### src/cch_pkg.sv
package cch_pkg;

    // ------------------------------------------------------------
    // timing
    // ------------------------------------------------------------
    localparam int unsigned CORE_CLK_HZ      = 40_000_000;
    localparam int unsigned RELEASE_DELAY_US = 100;
    // least time in whole cycles, MHz figure truncated, never below 1
    localparam int unsigned RELEASE_CYC      =
        (RELEASE_DELAY_US * (CORE_CLK_HZ / 1_000_000) + 0) < 1 ? 1 :
        (RELEASE_DELAY_US * (CORE_CLK_HZ / 1_000_000));
    localparam int unsigned RELEASE_CNT_W    = $clog2(RELEASE_CYC + 1);

    // ------------------------------------------------------------
    // status target port
    // ------------------------------------------------------------
    localparam logic [6:0] STATUS_TARGET_ADDR = 7'h38;
    localparam logic [3:0] I2C_BITS_PER_BYTE  = 4'h8;
    localparam logic [3:0] STATUS_PAD         = 4'h0;

    // connection state reported by the port policy logic
    typedef struct packed {
        logic highspeed_link_mode_event; // high-speed link alternate mode active
        logic dp_mode_event;             // display mode selected
        logic orientation_flipped;       // cable plugged flipped
        logic attached;                  // connection present
    } cch_port_status_t;

    localparam cch_port_status_t STATUS_RESET = '0;

    // sideband mux control lines
    typedef struct packed {
        logic aux_orientation_select;
        logic lowspeed_orientation_select;
        logic aux_path_enable;
        logic lowspeed_path_enable;
    } cch_mux_ctrl_t;

    localparam cch_mux_ctrl_t MUX_RESET = '0;

endpackage

### src/cch_i2c_target.sv
module cch_i2c_target (
    input  wire logic       core_clk, // core clock
    input  wire logic       reset,    // async reset, active high
    input  wire logic [6:0] own_addr, // address answered
    input  wire logic       scl_in,   // scl pin level
    input  wire logic       sda_in,   // sda pin level
    input  wire logic [7:0] tx_data,  // byte returned on reads
    output logic            sda_oe,   // pull sda low when high
    output logic            rd_done   // pulse: a byte was read out
);
    import cch_pkg::*;

    typedef enum logic [2:0] {
        ST_IDLE, ST_ADDR, ST_ADDR_ACK, ST_TX, ST_TX_ACK, ST_RX, ST_RX_ACK
    } cch_i2c_state_t;

    // ------------------------------------------------------------
    // pin synchronisers
    // ------------------------------------------------------------
    logic [1:0] scl_sync_ff;
    logic [1:0] sda_sync_ff;
    logic       scl_prev_ff;
    logic       sda_prev_ff;

    always_ff @(posedge core_clk or posedge reset) begin
        if (reset) begin
            scl_sync_ff <= 2'h3;
            sda_sync_ff <= 2'h3;
            scl_prev_ff <= 1'b1;
            sda_prev_ff <= 1'b1;
        end else begin
            scl_sync_ff <= {scl_sync_ff[0], scl_in};
            sda_sync_ff <= {sda_sync_ff[0], sda_in};
            scl_prev_ff <= scl_sync_ff[1];
            sda_prev_ff <= sda_sync_ff[1];
        end
    end

    logic scl_s;
    logic sda_s;
    logic scl_rise;
    logic scl_fall;
    logic bus_start;
    logic bus_stop;

    assign scl_s     = scl_sync_ff[1];
    assign sda_s     = sda_sync_ff[1];
    assign scl_rise  = scl_s & ~scl_prev_ff;
    assign scl_fall  = ~scl_s & scl_prev_ff;
    assign bus_start = scl_s & scl_prev_ff & sda_prev_ff & ~sda_s;
    assign bus_stop  = scl_s & scl_prev_ff & ~sda_prev_ff & sda_s;

    // ------------------------------------------------------------
    // protocol engine
    // ------------------------------------------------------------
    cch_i2c_state_t state_ff;
    logic [3:0]     bit_cnt_ff;
    logic [7:0]     shift_ff;
    logic           rw_ff;
    logic           mack_ff;

    // data changes only after scl falls, so the controller sees it stable high
    always_ff @(posedge core_clk or posedge reset) begin
        if (reset) begin
            state_ff   <= ST_IDLE;
            bit_cnt_ff <= 4'h0;
            shift_ff   <= 8'h00;
            rw_ff      <= 1'b0;
            mack_ff    <= 1'b0;
            sda_oe     <= 1'b0;
            rd_done    <= 1'b0;
        end else begin
            rd_done <= 1'b0;
            if (bus_stop) begin
                state_ff <= ST_IDLE;
                sda_oe   <= 1'b0;
            end else if (bus_start) begin
                state_ff   <= ST_ADDR;
                bit_cnt_ff <= 4'h0;
                sda_oe     <= 1'b0;
            end else if (scl_rise) begin
                unique case (state_ff)
                    ST_ADDR, ST_RX: begin
                        shift_ff   <= {shift_ff[6:0], sda_s};
                        bit_cnt_ff <= bit_cnt_ff + 4'h1;
                    end
                    ST_TX: begin
                        bit_cnt_ff <= bit_cnt_ff + 4'h1;
                    end
                    ST_TX_ACK: begin
                        mack_ff <= ~sda_s;
                        rd_done <= 1'b1;
                    end
                    default: begin
                    end
                endcase
            end else if (scl_fall) begin
                unique case (state_ff)
                    ST_ADDR: begin
                        if (bit_cnt_ff == I2C_BITS_PER_BYTE) begin
                            if (shift_ff[7:1] == own_addr) begin // RQ7
                                state_ff <= ST_ADDR_ACK;
                                rw_ff    <= shift_ff[0];
                                sda_oe   <= 1'b1;
                            end else begin
                                state_ff <= ST_IDLE;
                            end
                        end
                    end
                    ST_ADDR_ACK, ST_RX_ACK: begin
                        bit_cnt_ff <= 4'h0;
                        if (state_ff == ST_ADDR_ACK && rw_ff) begin
                            shift_ff <= tx_data; // RQ8
                            sda_oe   <= ~tx_data[7];
                            state_ff <= ST_TX;
                        end else begin
                            sda_oe   <= 1'b0;
                            state_ff <= ST_RX;
                        end
                    end
                    ST_TX: begin
                        if (bit_cnt_ff == I2C_BITS_PER_BYTE) begin
                            sda_oe   <= 1'b0;
                            state_ff <= ST_TX_ACK;
                        end else begin
                            shift_ff <= {shift_ff[6:0], 1'b0};
                            sda_oe   <= ~shift_ff[6];
                        end
                    end
                    ST_TX_ACK: begin
                        bit_cnt_ff <= 4'h0;
                        if (mack_ff) begin
                            shift_ff <= tx_data;
                            sda_oe   <= ~tx_data[7];
                            state_ff <= ST_TX;
                        end else begin
                            state_ff <= ST_IDLE;
                        end
                    end
                    ST_RX: begin
                        // written bytes are acknowledged and dropped
                        if (bit_cnt_ff == I2C_BITS_PER_BYTE) begin
                            sda_oe   <= 1'b1;
                            state_ff <= ST_RX_ACK;
                        end
                    end
                    ST_IDLE: begin
                    end
                endcase
            end
        end
    end

endmodule

### src/cch_handoff.sv
// Behaviour
// RQ1 - own configuration is read from shared flash before companion gets the flash
// RQ2 - companion reset stays asserted until configuration load completes
// RQ3 - output 0 only ever carries the companion master reset
// RQ4 - reset release waits at least 100 us after companion supply valid
// RQ5 - reset output ANDed with companion 3.3 V supply good
// RQ6 - host controller may hold reset until system boot completes
// RQ7 - status target port answers 7-bit address 0x38
// RQ8 - companion reads current connection status over the target port
// RQ9 - connection changes raise a dedicated interrupt; companion then reads status
// RQ10 - both orientation selects follow the cable orientation event
// RQ11 - aux enable from display mode, low-speed enable from high-speed mode
// RQ12 - interrupt stays asserted until the companion reads the status
module cch_handoff
    import cch_pkg::*;
(
    input  wire logic                      core_clk,             // 40 MHz core clock
    input  wire logic                      reset,                // async reset, active high
    input  wire logic                      cfg_load_done,        // own config read from flash
    input  wire logic                      host_release_mode,    // host gates release on boot
    input  wire logic                      host_boot_done,       // system boot completed
    input  wire logic                      companion_supply_3v3, // companion rail good pin
    input  wire cch_pkg::cch_port_status_t port_status,          // port policy events
    input  wire logic                      status_scl_in,        // target port scl level
    input  wire logic                      status_sda_in,        // target port sda level
    output logic                           status_sda_out,       // sda drive level
    output logic                           status_sda_oe,        // sda pulled low when high
    output logic                           companion_reset_n,    // output 0, master reset
    output logic                           flash_companion_grant,// companion may use flash
    output logic                           status_irq,           // connection change pending
    output cch_pkg::cch_mux_ctrl_t         mux_ctrl              // sideband mux controls
);
    import cch_pkg::*;

    // ------------------------------------------------------------
    // supply good synchroniser and settle timer
    // ------------------------------------------------------------
    logic [1:0]               supply_sync_ff;
    logic [RELEASE_CNT_W-1:0] settle_cnt_ff;
    logic                     supply_settled_ff;
    logic                     supply_ok;

    assign supply_ok = supply_sync_ff[1];

    always_ff @(posedge core_clk or posedge reset) begin
        if (reset) begin
            supply_sync_ff <= 2'h0;
        end else begin
            supply_sync_ff <= {supply_sync_ff[0], companion_supply_3v3};
        end
    end

    // any dip of the rail restarts the full settle time
    always_ff @(posedge core_clk or posedge reset) begin
        if (reset) begin
            settle_cnt_ff     <= '0;
            supply_settled_ff <= 1'b0;
        end else if (!supply_ok) begin
            settle_cnt_ff     <= '0;
            supply_settled_ff <= 1'b0;
        end else if (settle_cnt_ff != RELEASE_CNT_W'(RELEASE_CYC)) begin
            settle_cnt_ff     <= settle_cnt_ff + RELEASE_CNT_W'(1); // RQ4
            supply_settled_ff <= 1'b0;
        end else begin
            supply_settled_ff <= 1'b1; // RQ4
        end
    end

    // ------------------------------------------------------------
    // flash ownership and companion reset
    // ------------------------------------------------------------
    logic cfg_done_ff;

    // sticky: once our own load is over the flash is handed on for good
    always_ff @(posedge core_clk or posedge reset) begin
        if (reset) begin
            cfg_done_ff <= 1'b0;
        end else if (cfg_load_done) begin
            cfg_done_ff <= 1'b1;
        end
    end

    always_ff @(posedge core_clk or posedge reset) begin
        if (reset) begin
            flash_companion_grant <= 1'b0;
        end else begin
            flash_companion_grant <= cfg_done_ff; // RQ1
        end
    end

    logic nxt_reset_release;

    // supply term is ANDed in directly so a dead rail always forces reset
    assign nxt_reset_release = cfg_done_ff                                    // RQ2
                             & supply_settled_ff & supply_ok                  // RQ5
                             & (~host_release_mode | host_boot_done);         // RQ6

    // dedicated output 0: nothing else is muxed onto this pin
    always_ff @(posedge core_clk or posedge reset) begin
        if (reset) begin
            companion_reset_n <= 1'b0;
        end else begin
            companion_reset_n <= nxt_reset_release; // RQ3
        end
    end

    // ------------------------------------------------------------
    // port status capture
    // ------------------------------------------------------------
    cch_port_status_t status_ff;
    cch_port_status_t nxt_status;

    // with no connection only the attached bit (zero) is reported
    assign nxt_status = port_status.attached ? port_status : STATUS_RESET;

    always_ff @(posedge core_clk or posedge reset) begin
        if (reset) begin
            status_ff <= STATUS_RESET;
        end else begin
            status_ff <= nxt_status; // RQ8
        end
    end

    // ------------------------------------------------------------
    // status target port
    // ------------------------------------------------------------
    logic status_read;

    cch_i2c_target u_target (
        .core_clk (core_clk),
        .reset    (reset),
        .own_addr (STATUS_TARGET_ADDR),
        .scl_in   (status_scl_in),
        .sda_in   (status_sda_in),
        .tx_data  ({STATUS_PAD, status_ff}),
        .sda_oe   (status_sda_oe),
        .rd_done  (status_read)
    );

    // open drain: only ever pulls low
    always_ff @(posedge core_clk or posedge reset) begin
        if (reset) begin
            status_sda_out <= 1'b0;
        end else begin
            status_sda_out <= 1'b0;
        end
    end

    // ------------------------------------------------------------
    // connection change interrupt
    // ------------------------------------------------------------
    logic status_change;

    assign status_change = (nxt_status != status_ff);

    // a change in the same cycle as a read wins, so no event is lost
    always_ff @(posedge core_clk or posedge reset) begin
        if (reset) begin
            status_irq <= 1'b0;
        end else if (status_change) begin
            status_irq <= 1'b1; // RQ9
        end else if (status_read) begin
            status_irq <= 1'b0; // RQ12
        end
    end

    // ------------------------------------------------------------
    // sideband mux control
    // ------------------------------------------------------------
    cch_mux_ctrl_t nxt_mux;

    always_comb begin
        nxt_mux                             = MUX_RESET;
        nxt_mux.aux_orientation_select      = nxt_status.orientation_flipped;       // RQ10
        nxt_mux.lowspeed_orientation_select = nxt_status.orientation_flipped;       // RQ10
        nxt_mux.aux_path_enable             = nxt_status.dp_mode_event;             // RQ11
        nxt_mux.lowspeed_path_enable        = nxt_status.highspeed_link_mode_event; // RQ11
    end

    always_ff @(posedge core_clk or posedge reset) begin
        if (reset) begin
            mux_ctrl <= MUX_RESET;
        end else begin
            mux_ctrl <= nxt_mux;
        end
    end

endmodule

### config.mk
export PLATFORM = sky130hd
export DESIGN_NAME = cch_handoff
export DESIGN_NICKNAME = d
export VERILOG_FILES = /design/src/cch_pkg.sv /design/src/cch_i2c_target.sv /design/src/cch_handoff.sv
export SDC_FILE = /design/constraint.sdc
export NUM_CORES = 1
export LEC_CHECK = 0
export ABC_AREA = 1
export BUFFER_PORTS_ARGS = -buffer_cell sky130_fd_sc_hd__clkbuf_2
export CAP_MARGIN = 20
export CORE_ASPECT_RATIO = 0.7
export CORE_UTILIZATION = 30
export CTS_CLUSTER_SIZE = 24
export DETAILED_ROUTE_END_ITERATION = 7
export PLACE_DENSITY = 0.44
export SYNTH_ARGS = -nofsm -noshare
export SYNTH_HDL_FRONTEND = slang
export SYNTH_SLANG_ARGS = --single-unit
### constraint.sdc
create_clock -name core_clk -period 2.4 [get_ports core_clk]
set_clock_uncertainty 0.05 [all_clocks]
set_input_delay 0.24 -clock core_clk [delete_from_list [all_inputs] [get_ports core_clk]]
set_output_delay 0.24 -clock core_clk [all_outputs]
set_load 0.1 [all_outputs]
==> results of run 1 <==
## critical path: stages (launching register included)
cell                      delay [ns]
sky130_fd_sc_hd__dfstp_2        0.56
sky130_fd_sc_hd__ha_1           0.43
sky130_fd_sc_hd__inv_2          0.13
sky130_fd_sc_hd__nand2_1        0.27
sky130_fd_sc_hd__inv_1          0.16
sky130_fd_sc_hd__nand2_1        0.08
sky130_fd_sc_hd__nand2_1        0.05
sky130_fd_sc_hd__nand3_1        0.08
sky130_fd_sc_hd__nand2_1        0.06
## state kept, by name (all words and copies together) (netlist names)
signal	cells
cfg_done_ff	1
companion_reset_n	1
flash_companion_grant	1
mux_ctrl	3
settle_cnt_ff	12
status_ff	1
status_irq	1
supply_settled_ff	1
supply_sync_ff	2
u_target.bit_cnt_ff	4
u_target.mack_ff	1
u_target.rd_done	1
u_target.rw_ff	1
u_target.scl_prev_ff	1
u_target.scl_sync_ff	2
u_target.sda_oe	1
u_target.sda_prev_ff	1
u_target.sda_sync_ff	2
u_target.shift_ff	8
u_target.state_ff	3
## area by class of cell
cell class	count	area (µm²)	share of cell area (%)
clock buffer	7	132.6	4.435
clock inverter	1	8.758	0.2929
inverter	39	151.4	5.063
multi-input combinational	218	1199	40.08
sequential	48	1209	40.42
tap	120	150.1	5.021
timing repair buffer	24	140.1	4.686
## metrics by stage
| stage | instances | setup slack (ns) | total power (µW) | area [µm²] |
|---|---|---|---|---|
| 4_1_cts | 457 | 0.4199 | 1846 | 2990 |
| 5_1_grt | 457 | 0.2864 | 1918 | 2990 |
| 3_5_place_dp | 446 | 0.4231 | 1155 | 2819 |
| 2_1_floorplan | 315 | 0.8072 | 1105 | 2641 |
| 3_3_place_gp | 446 | 0.4577 | 1154 | 2819 |
| 6_report | 457 | 0.4225 | 1815 | 2990 |
## routing by layer
metal	vias to the layer above	global-route usage, %
li1	1038	-
met1	874	20.96
met2	48	15.94
met3	4	3.170
met4	0	2.727
met5	-	0
## timing repair
action	CTS	global route
hold endpoints to repair	15	0
gates resized for setup	0	0
setup buffers	0	0
hold buffers	3	0
## worst max path at each step
stage	end	from	cells past startpoint	slack, ns
6_report	u_target.shift_ff[3]	u_target.scl_sync_ff[1]	8	0.42
5_1_grt	u_target.shift_ff[5]	u_target.scl_sync_ff[1]	8	0.29
4_1_cts	u_target.shift_ff[0]	u_target.scl_sync_ff[1]	8	0.42
3_5_place_dp	u_target.shift_ff[0]	u_target.scl_sync_ff[1]	8	0.42
3_3_place_gp	u_target.shift_ff[2]	u_target.scl_sync_ff[1]	8	0.46
2_1_floorplan	u_target.shift_ff[0]	u_target.scl_prev_ff	10	0.81
## cells by family (layout without fill, tap and decap cells)
kind of cell | count (synthesis) | in the layout | share of synthesized area, %
compound gates | 38 | 38 | 8.858
fa+ha+maj | 7 | 7 | 3.316
xor+xnor | 5 | 5 | 1.658
other cells | 1 | 1 | 0.1420
buf+inv | 49 | 71 | 8.858
flops | 48 | 48 | 45.76
simple gates | 167 | 167 | 31.41
## power by group through the flow
stage,registers [µW],logic (µW),clock network (µW)
3_3_place_gp,909,245,0
4_1_cts,893,252,701
3_5_place_dp,908,247,0
5_1_grt,899,273,746
2_1_floorplan,932,173,0
6_report,893,248,674
## cells in the final DEF, fill, tap and decap left out, drive strengths merged, types with 3 or more instances in the layout
| master | count |
|---|---|
| xor2 | 4 |
| nand3b | 3 |
| nor3 | 5 |
| nand4 | 6 |
| nand3 | 24 |
| clkbuf | 26 |
| a21oi | 11 |
| dfrtp | 42 |
| ha | 7 |
| dlygate4sd3 | 3 |
| inv | 39 |
| o21ai | 20 |
| dfstp | 6 |
| nand2 | 93 |
| nor2 | 33 |
==> reports/results.md, run 1 <==
| Metric | This run | Unit |
|:---|:---|:---|
| Total wire length after detailed routing | 5303 | µm |
| Syn_area_per_cell | 8.385 | µm² |
| Number of CTS-inserted buffers | 5 | - |
| YS warnings | 0 | - |
| Residual DRC | 0 | - |
| Layout cells sized above 1 | 20.77 | % |
| Vertical die dimension | 80.51 | µm |
| Worst skew pair latency | 0.28 | ns |
| Number of failing setup endpoints in the final timing report | 0 | - |
| Worst rel slew slack | 64.00 | % |
| Max Cap Viol | 0 | - |
| Switching power | 504.5 | µW |
| Top achievable clock speed | 505.7 | MHz |
| Hold Vio Cnt, Final | 0 | - |
| Share of the synthesized area in the top cell type | 39.79 | % |
| Top metal layer carrying routed signals | met4 | - |
| Reg2reg setup slack | 0.42 | ns |
| Unrepaired setup endpoints after global routing | no | - |
| Routed wirelength normalized by instance count | 11.60 | µm |
| Sequential cell area fraction in the yosys report | 45.76 | % |
| TritonCTS clock tree | built | - |
| Amount of wire on met2 after detailed routing | 1943 | µm |
| Crit start category | flip-flop | - |
| Chip Width | 114.2 | µm |
| Via count of the first global-routing pass | 1762 | - |
| Library cell with the highest instance count after synthesis | sky130_fd_sc_hd__nand2_1 | - |
| Count of buffers from port buffering | 19 | - |
| Post-layout net count | 355 | - |
| Launch instance of the worst min-delay path | companion_supply_3v3 | - |
| Detailed placement HPWL | 4063 | µm |
| End of the worst register-to-register path | u_target.shift_ff[3] | - |
| Layout overhead on the synthesized area | 13.22 | % |
| Overall global routing resource usage | 12.81 | % |
| Power per standard cell area | 607.0 | nW/µm² |
| Hold path depth | 1 | - |
| Core outline area | 8478 | µm² |
| Grt ovf | 0 | - |
| Max rail drop VDD | 0.0002650 | V |
| Met1 wire length | 3034 | µm |
| Total of fill cells in the finished design | 919 | - |
| Mapped Nets | 334 | - |
| Type of element capturing the critical path | flip-flop | - |
| Buffers from clock root to sink, at most | 2 | - |
| First-pass GRT wire length | 9011 | µm |
| Hold/Removal Path Class | in -> reg | - |
| Clock Sink Count | 48 | - |
| Portion of total power attributed to sequential cells | 49.2 | % |
| Die area | 9190 | µm² |
| Result of the run | completed | - |
| CP required | 2.53 | ns |
| Worst reg2reg startpoint | u_target.scl_sync_ff[1] | - |
| Part of the cycle the worst path needs | 82.40 | % |
| Detailed Route Iter0 Violations | 132 | - |
| Initial antenna violation count | 0 | - |
| Root Buffer | sky130_fd_sc_hd__clkbuf_16 | - |
| Internal portion of total power | 1311 | µW |
| Clock Power Share | 37.1 | % |
| Number of synthesized flops with an enable pin | 0 | - |
| Critical path data arrival time | 2.10 | ns |
| Number of placement rows | 28 | - |
| Ant diodes | 0 | - |
| Core occupancy in the finished layout | 35.27 | % |
| Number of routed nets with antenna violations | 0 | - |
| Largest driver fanout on the critical path | 10 | - |
| Syn Inst Count | 315 | - |
| Met3 wirelength from detailed routing | 284 | µm |
| Final Slew Violations | 0 | - |
| Combinational share of power | 13.7 | % |
| Number of distinct library cell variants in the gate-level netlist after synthesis | 38 | - |
| Effective utilization at floorplan | 31.15 | % |
| # IOs | 21 | - |
| Top FF cell, synth | sky130_fd_sc_hd__dfrtp_1 | - |
| CTS H-tree depth | 2 | - |
| Leak | 0.001450 | µW |
| Final weighted congestion in routability-driven placement | 0.8015 | - |
| List of most frequent post-synthesis cells | sky130_fd_sc_hd__nand2_1 (87), sky130_fd_sc_hd__dfrtp_1 (42), sky130_fd_sc_hd__inv_1 (33), sky130_fd_sc_hd__nor2_1 (24), sky130_fd_sc_hd__nand3_1 (18) | - |
| Pin count of the biggest net entering global routing | 21 | - |
| Register-to-Register Path Depth | 8 | - |
| Main area contributors after synthesis | sky130_fd_sc_hd__dfrtp_1 (40%), sky130_fd_sc_hd__nand2_1 (12%), sky130_fd_sc_hd__dfstp_2 (6.0%), sky130_fd_sc_hd__inv_1 (4.7%), sky130_fd_sc_hd__nand3_1 (3.4%) | - |
| Via density | 4.298 | - |
| TNS Setup | 0 | ns |
| Synthesized cell area | 2641 | µm² |
| Total iterations of the first detailed-routing run | 4 | - |
| Count of vias placed by the detailed router | 1964 | - |
| Minimum hold slack | 0.01663 | ns |
| Switch share | 27.79 | % |
| Type of the worst setup path | reg -> reg | - |
| Count of state elements after synthesis | 48 | - |
| Final critical-path required period | 1.978 | ns |
| Worst hold path endpoint | supply_sync_ff[0] | - |
| Share of synthesized flip-flops with an asynchronous set or reset | 100.0 | % |
| Clock edge transition at the registers on the reported setup and hold paths | 0.06 | ns |
| Transition at the pin with the smallest max-transition slack | 0.5422 | ns |
| Synth area leader | sky130_fd_sc_hd__dfrtp_1 | - |
Note: power is estimated with default switching activity, not from simulation.
==> run 2: changes to the inputs <==
--- a/config.mk
+++ b/config.mk
@@ -5,14 +5,14 @@
 export SDC_FILE = /design/constraint.sdc
 export NUM_CORES = 1
 export LEC_CHECK = 0
-export ABC_AREA = 1
+export ABC_AREA = 0
 export BUFFER_PORTS_ARGS = -buffer_cell sky130_fd_sc_hd__clkbuf_2
 export CAP_MARGIN = 20
 export CORE_ASPECT_RATIO = 0.7
 export CORE_UTILIZATION = 30
 export CTS_CLUSTER_SIZE = 24
 export DETAILED_ROUTE_END_ITERATION = 7
-export PLACE_DENSITY = 0.44
+export PLACE_DENSITY = 0.45
 export SYNTH_ARGS = -nofsm -noshare
 export SYNTH_HDL_FRONTEND = slang
 export SYNTH_SLANG_ARGS = --single-unit
==> constraint.sdc (replaced) <==
create_clock -name core_clk -period 1.7 [get_ports core_clk]
set_clock_uncertainty 0.05 [all_clocks]
set_input_delay 0.17 -clock core_clk [delete_from_list [all_inputs] [get_ports core_clk]]
set_output_delay 0.17 -clock core_clk [all_outputs]
set_load 0.1 [all_outputs]
==> reports/results.md, run 2 <==
| Metric | This run | Unit |
|:---|:---|:---|
| TNS Setup | -1.800 | ns |
| GR peak layer | met1 | - |
| Worst skew pair latency | 0.29 | ns |
| Transition at the pin with the smallest max-transition slack | 0.5488 | ns |
| Area fraction in compound gates after synthesis | 11.93 | % |
| Type of the worst setup path | reg -> reg | - |
| Max Cap Viol | 0 | - |
| Top FF cell, synth | sky130_fd_sc_hd__dfrtp_1 | - |
| Clock Sink Count | 48 | - |
| Worst rel slew slack | 63.57 | % |
| Main area contributors after synthesis | sky130_fd_sc_hd__dfrtp_1 (42%), sky130_fd_sc_hd__dfstp_2 (6.3%), sky130_fd_sc_hd__mux2_4 (4.8%), sky130_fd_sc_hd__nor2_1 (3.8%), sky130_fd_sc_hd__ha_1 (3.5%) | - |
| Violated checks | negative setup slack | - |
| Sequential cell area fraction in the yosys report | 48.62 | % |
| Via count of the first global-routing pass | 1902 | - |
| Synthesized cell area | 2486 | µm² |
| Clock edge transition at the registers on the reported setup and hold paths | 0.07 | ns |
| Library cell with the highest instance count after synthesis | sky130_fd_sc_hd__dfrtp_1 | - |
| Chip Width | 110.8 | µm |
| Count of state elements after synthesis | 48 | - |
| Type of element capturing the critical path | flip-flop | - |
| Total power draw | 2774 | µW |
| Clock Power Share | 35.1 | % |
| Number of placement rows | 27 | - |
| Total iterations of the first detailed-routing run | 6 | - |
| Pin count of the biggest net entering global routing | 31 | - |
| Critical path data arrival time | 2.02 | ns |
| Effective utilization at floorplan | 31.32 | % |
| Number of CTS-inserted buffers | 5 | - |
| End of the worst register-to-register path | u_target.bit_cnt_ff[2] | - |
| Hold Vio Cnt, Final | 0 | - |
| Grt ovf | 0 | - |
| Largest registers ranked by flip-flop count | settle_cnt_ff (12), u_target.shift_ff (8), u_target.bit_cnt_ff (4) | - |
| Core outline area | 7939 | µm² |
| GR met2 Demand/Resource | 18.70 | % |
| Register with the most flip-flops | settle_cnt_ff | - |
| Layout overhead on the synthesized area | 40.97 | % |
| Synthesized-area fraction occupied by and/or/nand/nor cells | 19.83 | % |
| Final Non-Filler Cells | 419 | - |
| First-pass GRT wire length | 9618 | µm |
| CP required | 1.88 | ns |
| Worst hold path endpoint | cfg_done_ff | - |
| Internal portion of total power | 2031 | µW |
| Die area | 8661 | µm² |
| Leak | 0.001596 | µW |
| Combinational share of power | 18.6 | % |
| Worst setup margin | -0.1415 | ns |
| Xor/xnor share of the synthesized area | 4.227 | % |
| CTS H-tree depth | 2 | - |
| Most common library cell in the layout ignoring fill and taps | sky130_fd_sc_hd__buf_4 | - |
| Layout cells sized above 1 | 43.71 | % |
| Synth area leader | sky130_fd_sc_hd__dfrtp_1 | - |
| Final weighted congestion in routability-driven placement | 0.8142 | - |
| Vertical die dimension | 78.17 | µm |
| # IOs | 21 | - |
| Syn Inst Count | 243 | - |
| Count of vias placed by the detailed router | 1939 | - |
| Max rail drop VDD | 0.0005075 | V |
| Max FFs per register | 12 | - |
| Adder and majority gate portion of the synthesized area | 3.523 | % |
| Top achievable clock speed | 543.0 | MHz |
| Launch instance of the worst min-delay path | cfg_load_done | - |
| Mapped Nets | 262 | - |
| Largest family of logic cells by synthesized area | simple AND/OR/NAND/NOR gates | - |
| Number of failing setup endpoints in the final timing report | 17 | - |
| Core occupancy in the finished layout | 44.15 | % |
| Largest driver fanout on the critical path | 3 | - |
| Part of the cycle the worst path needs | 108.3 | % |
| Most frequent cells in the layout | sky130_fd_sc_hd__buf_4 (44), sky130_fd_sc_hd__dfrtp_1 (41), sky130_fd_sc_hd__nor2_1 (21) | - |
| Count of buffers from port buffering | 19 | - |
| Hold path depth | 2 | - |
| Worst reg2reg startpoint | u_target.scl_prev_ff | - |
| Met1 layer usage reported by global route | 22.37 | % |
| Buffers from clock root to sink, at most | 2 | - |
| Met3 track demand over resource in global routing | 3.475 | % |
| Root Buffer | sky130_fd_sc_hd__clkbuf_16 | - |
| Switching power | 743.2 | µW |
| Switch share | 26.79 | % |
| List of most frequent post-synthesis cells | sky130_fd_sc_hd__dfrtp_1 (42), sky130_fd_sc_hd__nor2_1 (25), sky130_fd_sc_hd__nand2_1 (18), sky130_fd_sc_hd__inv_1 (15), sky130_fd_sc_hd__a21oi_1 (13) | - |
| Unrepaired setup endpoints after global routing | yes | - |
| Register-to-Register Path Depth | 7 | - |
| Post-route cell area | 3505 | µm² |
| Final critical-path required period | 1.841 | ns |
| Fraction of synthesized area in multiplexers | 7.046 | % |
| Initial antenna violation count | 0 | - |
| TritonCTS clock tree | built | - |
| Reg2reg setup slack | -0.14 | ns |
| Number of distinct library cell variants in the gate-level netlist after synthesis | 53 | - |
| Crit start category | flip-flop | - |
| Placed instance area | 3004 | µm² |
| Number of synthesized flops with an enable pin | 0 | - |
| Routed wirelength normalized by instance count | 13.45 | µm |
| Number of routed nets with antenna violations | 0 | - |
| Residual DRC | 0 | - |
| Total wire length after detailed routing | 5637 | µm |
| Via density | 4.628 | - |
| Share of synthesized flip-flops with an asynchronous set or reset | 100.0 | % |
| Portion of total power attributed to sequential cells | 46.3 | % |
| Hold/Removal Path Class | in -> reg | - |
| Ant diodes | 0 | - |
| Overall global routing resource usage | 14.02 | % |
| Post-layout net count | 336 | - |
| Final Slew Violations | 0 | - |
| Power per standard cell area | 791.7 | nW/µm² |
| Detailed placement HPWL | 3961 | µm |
| Detailed Route Iter0 Violations | 42 | - |
| Placed Cells incl. Taps | 393 | - |
| Share of the synthesized area in the top cell type | 42.27 | % |
| Result of the run | complete, but fails checks | - |
| YS warnings | 0 | - |
| Syn_area_per_cell | 10.23 | µm² |
-- run 2: layout make-up --
type | instances | area (µm²)
clock inverters | 2 | 12.51
inverters | 15 | 56.30
clock buffers | 6 | 128.9
flip-flops and latches | 48 | 1210
fillers | 733 | 4434
repair buffers | 77 | 593.1
well taps | 101 | 126.4
multi-input cells | 170 | 1378
-- run 2: worst max-delay path: stages, from the launching register on --
cell and delay, ns:
sky130_fd_sc_hd__dfstp_2 0.55, sky130_fd_sc_hd__inv_2 0.04, sky130_fd_sc_hd__ha_4 0.15, sky130_fd_sc_hd__nand2b_4 0.15
sky130_fd_sc_hd__o32ai_4 0.21, sky130_fd_sc_hd__o32ai_2 0.11, sky130_fd_sc_hd__or4b_1 0.46, sky130_fd_sc_hd__nand2_1 0.06
-- run 2: timing repair --
action,4_1_cts,5_1_grt
pin swaps,11,7
gates resized for setup,30,23
endpoints found under the hold margin,23,0
hold buffers,6,0
setup buffers,7,7
endpoints found under the setup margin,17,23
-- run 2: through the flow --
step / hold WS [ns] / setup slack [ns]
2_1_floorplan: 0.1245 / -0.2514
3_3_place_gp: 0.1373 / -0.1979
3_5_place_dp: 0.1533 / -0.2337
4_1_cts: 0.02155 / -0.1682
5_1_grt: 0.02482 / -0.2304
6_report: 0.02456 / -0.1415
-- run 2: kinds of logic (layout without fill, tap and decap cells) --
| family | Yosys count | in the layout |
|---|---|---|
| adder cells (fa/ha/maj) | 7 | 7 |
| AO/OA/AOI/OAI | 44 | 44 |
| AND/OR/NAND/NOR | 93 | 93 |
| buffers and inverters | 25 | 100 |
| flip-flops | 48 | 48 |
| multiplexers | 13 | 13 |
| other | 1 | 1 |
| XOR/XNOR | 12 | 12 |
-- run 2: worst max-delay path by stage --
stage	from	to	depth (start not counted)
CTS	u_target.scl_prev_ff	u_target.bit_cnt_ff[2]	7
global placement	u_target.scl_prev_ff	u_target.bit_cnt_ff[2]	7
global route	u_target.scl_prev_ff	u_target.bit_cnt_ff[2]	7
finish	u_target.scl_prev_ff	u_target.bit_cnt_ff[2]	7
floorplan	u_target.scl_prev_ff	u_target.bit_cnt_ff[2]	7
detailed placement	u_target.scl_prev_ff	u_target.bit_cnt_ff[2]	7
-- run 2: power by group through the flow --
stage	logic, µW	registers, µW	clock network, µW
global placement	422	1300	0
detailed placement	423	1300	0
CTS	474	1290	1000
floorplan	274	1290	0
finish	515	1290	974
global route	570	1290	1060
-- run 2: routing by layer --
metal  vias up  share of wire [%]
li1        985                  -
met1       926                 57
met2        24                 39
met3         4                3.3
met4         0               0.44
met5         -                  0
==> run 3: changes to the inputs <==
--- a/config.mk
+++ b/config.mk
@@ -6,13 +6,14 @@
 export NUM_CORES = 1
 export LEC_CHECK = 0
 export ABC_AREA = 0
-export BUFFER_PORTS_ARGS = -buffer_cell sky130_fd_sc_hd__clkbuf_2
+export ABC_CLOCK_PERIOD_IN_PS = 1700
 export CAP_MARGIN = 20
 export CORE_ASPECT_RATIO = 0.7
 export CORE_UTILIZATION = 30
 export CTS_CLUSTER_SIZE = 24
 export DETAILED_ROUTE_END_ITERATION = 7
-export PLACE_DENSITY = 0.45
+export DONT_BUFFER_PORTS = 1
+export PLACE_DENSITY = 0.43
 export SYNTH_ARGS = -nofsm -noshare
 export SYNTH_HDL_FRONTEND = slang
 export SYNTH_SLANG_ARGS = --single-unit
==> reports/results.md, run 3 (same netlist as run 2, synthesis figures left out) <==
| Metric | This run | Unit |
|:---|:---|:---|
| Result of the run | complete, but fails checks | - |
| Violated checks | negative setup slack | - |
| Leak | 0.001617 | µW |
| Number of CTS-inserted buffers | 5 | - |
| Count of vias placed by the detailed router | 1887 | - |
| Core outline area | 7939 | µm² |
| Worst skew pair latency | 0.29 | ns |
| Initial antenna violation count | 0 | - |
| Vertical die dimension | 78.17 | µm |
| CP required | 1.83 | ns |
| Final weighted congestion in routability-driven placement | 0.7641 | - |
| Hold/Removal Path Class | in -> reg | - |
| Pin count of the biggest net entering global routing | 49 | - |
| Max FFs per register | 12 | - |
| Clock Sink Count | 48 | - |
| Number of placement rows | 27 | - |
| Placed Cells incl. Taps | 383 | - |
| Combinational share of power | 18.4 | % |
| Worst setup margin | -0.2087 | ns |
| Switching power | 771.9 | µW |
| Transition at the pin with the smallest max-transition slack | 0.5459 | ns |
| Portion of total power attributed to sequential cells | 45.4 | % |
| Post-layout net count | 331 | - |
| Crit start category | flip-flop | - |
| Critical path data arrival time | 2.04 | ns |
| First-pass GRT wire length | 9487 | µm |
| Layout overhead on the synthesized area | 44.49 | % |
| Overall global routing resource usage | 14.17 | % |
| Routed wirelength normalized by instance count | 13.73 | µm |
| Chip Width | 110.8 | µm |
| Via count of the first global-routing pass | 1897 | - |
| Power per standard cell area | 793.8 | nW/µm² |
| Register with the most flip-flops | settle_cnt_ff | - |
| Core occupancy in the finished layout | 45.25 | % |
| Max Cap Viol | 0 | - |
| Number of routed nets with antenna violations | 0 | - |
| # IOs | 21 | - |
| Buffers from clock root to sink, at most | 2 | - |
| Final Slew Violations | 0 | - |
| Minimum hold slack | 0.1064 | ns |
| Post-route cell area | 3592 | µm² |
| Type of element capturing the critical path | flip-flop | - |
| Count of buffers from port buffering | 0 | - |
| Total iterations of the first detailed-routing run | 4 | - |
| TNS Setup | -2.195 | ns |
| Worst rel slew slack | 63.90 | % |
| Type of the worst setup path | reg -> reg | - |
| Clock edge transition at the registers on the reported setup and hold paths | 0.07 | ns |
| Effective utilization at floorplan | 31.32 | % |
| Part of the cycle the worst path needs | 112.3 | % |
| CTS H-tree depth | 2 | - |
| Via density | 4.558 | - |
| Max rail drop VDD | 0.0005951 | V |
| Unrepaired setup endpoints after global routing | yes | - |
| Most common library cell in the layout ignoring fill and taps | sky130_fd_sc_hd__buf_4 | - |
| Grt ovf | 0 | - |
| Layout cells sized above 1 | 41.85 | % |
| Most frequent cells in the layout | sky130_fd_sc_hd__buf_4 (51), sky130_fd_sc_hd__dfrtp_1 (40), sky130_fd_sc_hd__nor2_1 (22) | - |
| Placed instance area | 2978 | µm² |
| Die area | 8661 | µm² |
| Total wire length after detailed routing | 5686 | µm |
| Number of failing setup endpoints in the final timing report | 16 | - |
| Switch share | 27.07 | % |
| Final Non-Filler Cells | 414 | - |
| Final critical-path required period | 1.909 | ns |
| Hold Vio Cnt, Final | 0 | - |
| Top achievable clock speed | 523.9 | MHz |
| Largest driver fanout on the critical path | 7 | - |
| Detailed Route Iter0 Violations | 89 | - |
| Clock Power Share | 36.1 | % |
| Detailed placement HPWL | 3854 | µm |
| Root Buffer | sky130_fd_sc_hd__clkbuf_16 | - |
| TritonCTS clock tree | built | - |
| Largest registers ranked by flip-flop count | settle_cnt_ff (12), u_target.shift_ff (8), u_target.bit_cnt_ff (4) | - |
| Internal portion of total power | 2079 | µW |
| Ant diodes | 0 | - |
| Residual DRC | 0 | - |
==> run 3: cell types whose count changed in the layout (fill, tap and decap cells not counted), moves of 2 or more <==
cell                            change
sky130_fd_sc_hd__a21oi_2            -2
sky130_fd_sc_hd__buf_4              +7
sky130_fd_sc_hd__clkbuf_2          -19
sky130_fd_sc_hd__mux2_1             -2
sky130_fd_sc_hd__dlygate4sd3_1      +5
sky130_fd_sc_hd__mux2_4             +2
==> run 3: stage by stage <==
stage	setup WS, ns	total power (µW)
after floorplan	-0.2514	1561
after global placement	-0.2089	1709
after detailed placement	-0.2294	1708
after CTS	-0.1873	2842
after global routing	-0.3046	2992
final	-0.2087	2851
==> run 3: power groups by stage <==
stage	registers (µW)	clock network (µW)	logic (µW)
CTS	1290	1070	488
detailed placement	1300	0	409
finish	1300	1030	526
global placement	1300	0	409
floorplan	1290	0	274
global route	1310	1100	585
==> run 3: path summary, 6_finish.rpt <==
path / cells after the start / startpoint / slack (ns) / to
hold reg to reg: 0 / supply_sync_ff[0] / 0.30 / supply_sync_ff[1]
hold / removal: 4 / port_status[0] / 0.11 / status_irq
setup / recovery: 8 / u_target.bit_cnt_ff[0] / -0.21 / u_target.shift_ff[7]
max in group asynchronous: 3 / reset / 1.00 / u_target.sda_sync_ff[1]
setup reg to reg: 8 / u_target.bit_cnt_ff[0] / -0.21 / u_target.shift_ff[7]
min in group asynchronous: 3 / reset / 0.32 / status_ff[0]
==> run 3: area by class of cell <==
cell class | instances | area, µm²
flip-flops and latches | 48 | 1211
well taps | 101 | 126.4
clock buffers | 6 | 138.9
clock inverters | 2 | 15.01
fillers | 736 | 4347
repair buffers | 72 | 631.9
inverters | 15 | 58.81
multi-input cells | 170 | 1410
==> run 3: timing repair <==
item                                   in CTS  in global routing
pin swaps                                   9                 14
hold buffers                               11                  0
setup buffers                               8                  4
endpoints found under the hold margin      51                  0
resized for setup                          32                 27
setup endpoints to repair                  19                 24
==> run 3: per-layer routing <==
layer	vias to the layer above	routed length (µm)	global-route usage (%)	share of wire (%)
li1	970	-	-	-
met1	885	3152	22.27	55
met2	26	2281	18.45	40
met3	6	198	3.475	3.5
met4	0	53	4.400	0.93
met5	-	0	0	0
==> run 3: worst max-delay path, stage by stage (launching register included) <==
cell,delay (ns)
sky130_fd_sc_hd__dfrtp_1,0.37
sky130_fd_sc_hd__inv_2,0.05
sky130_fd_sc_hd__ha_4,0.15
sky130_fd_sc_hd__and3b_2,0.20
sky130_fd_sc_hd__o21a_1,0.19
sky130_fd_sc_hd__a211oi_4,0.22
sky130_fd_sc_hd__o21ai_4,0.11
sky130_fd_sc_hd__buf_12,0.15
sky130_fd_sc_hd__mux2_4,0.29
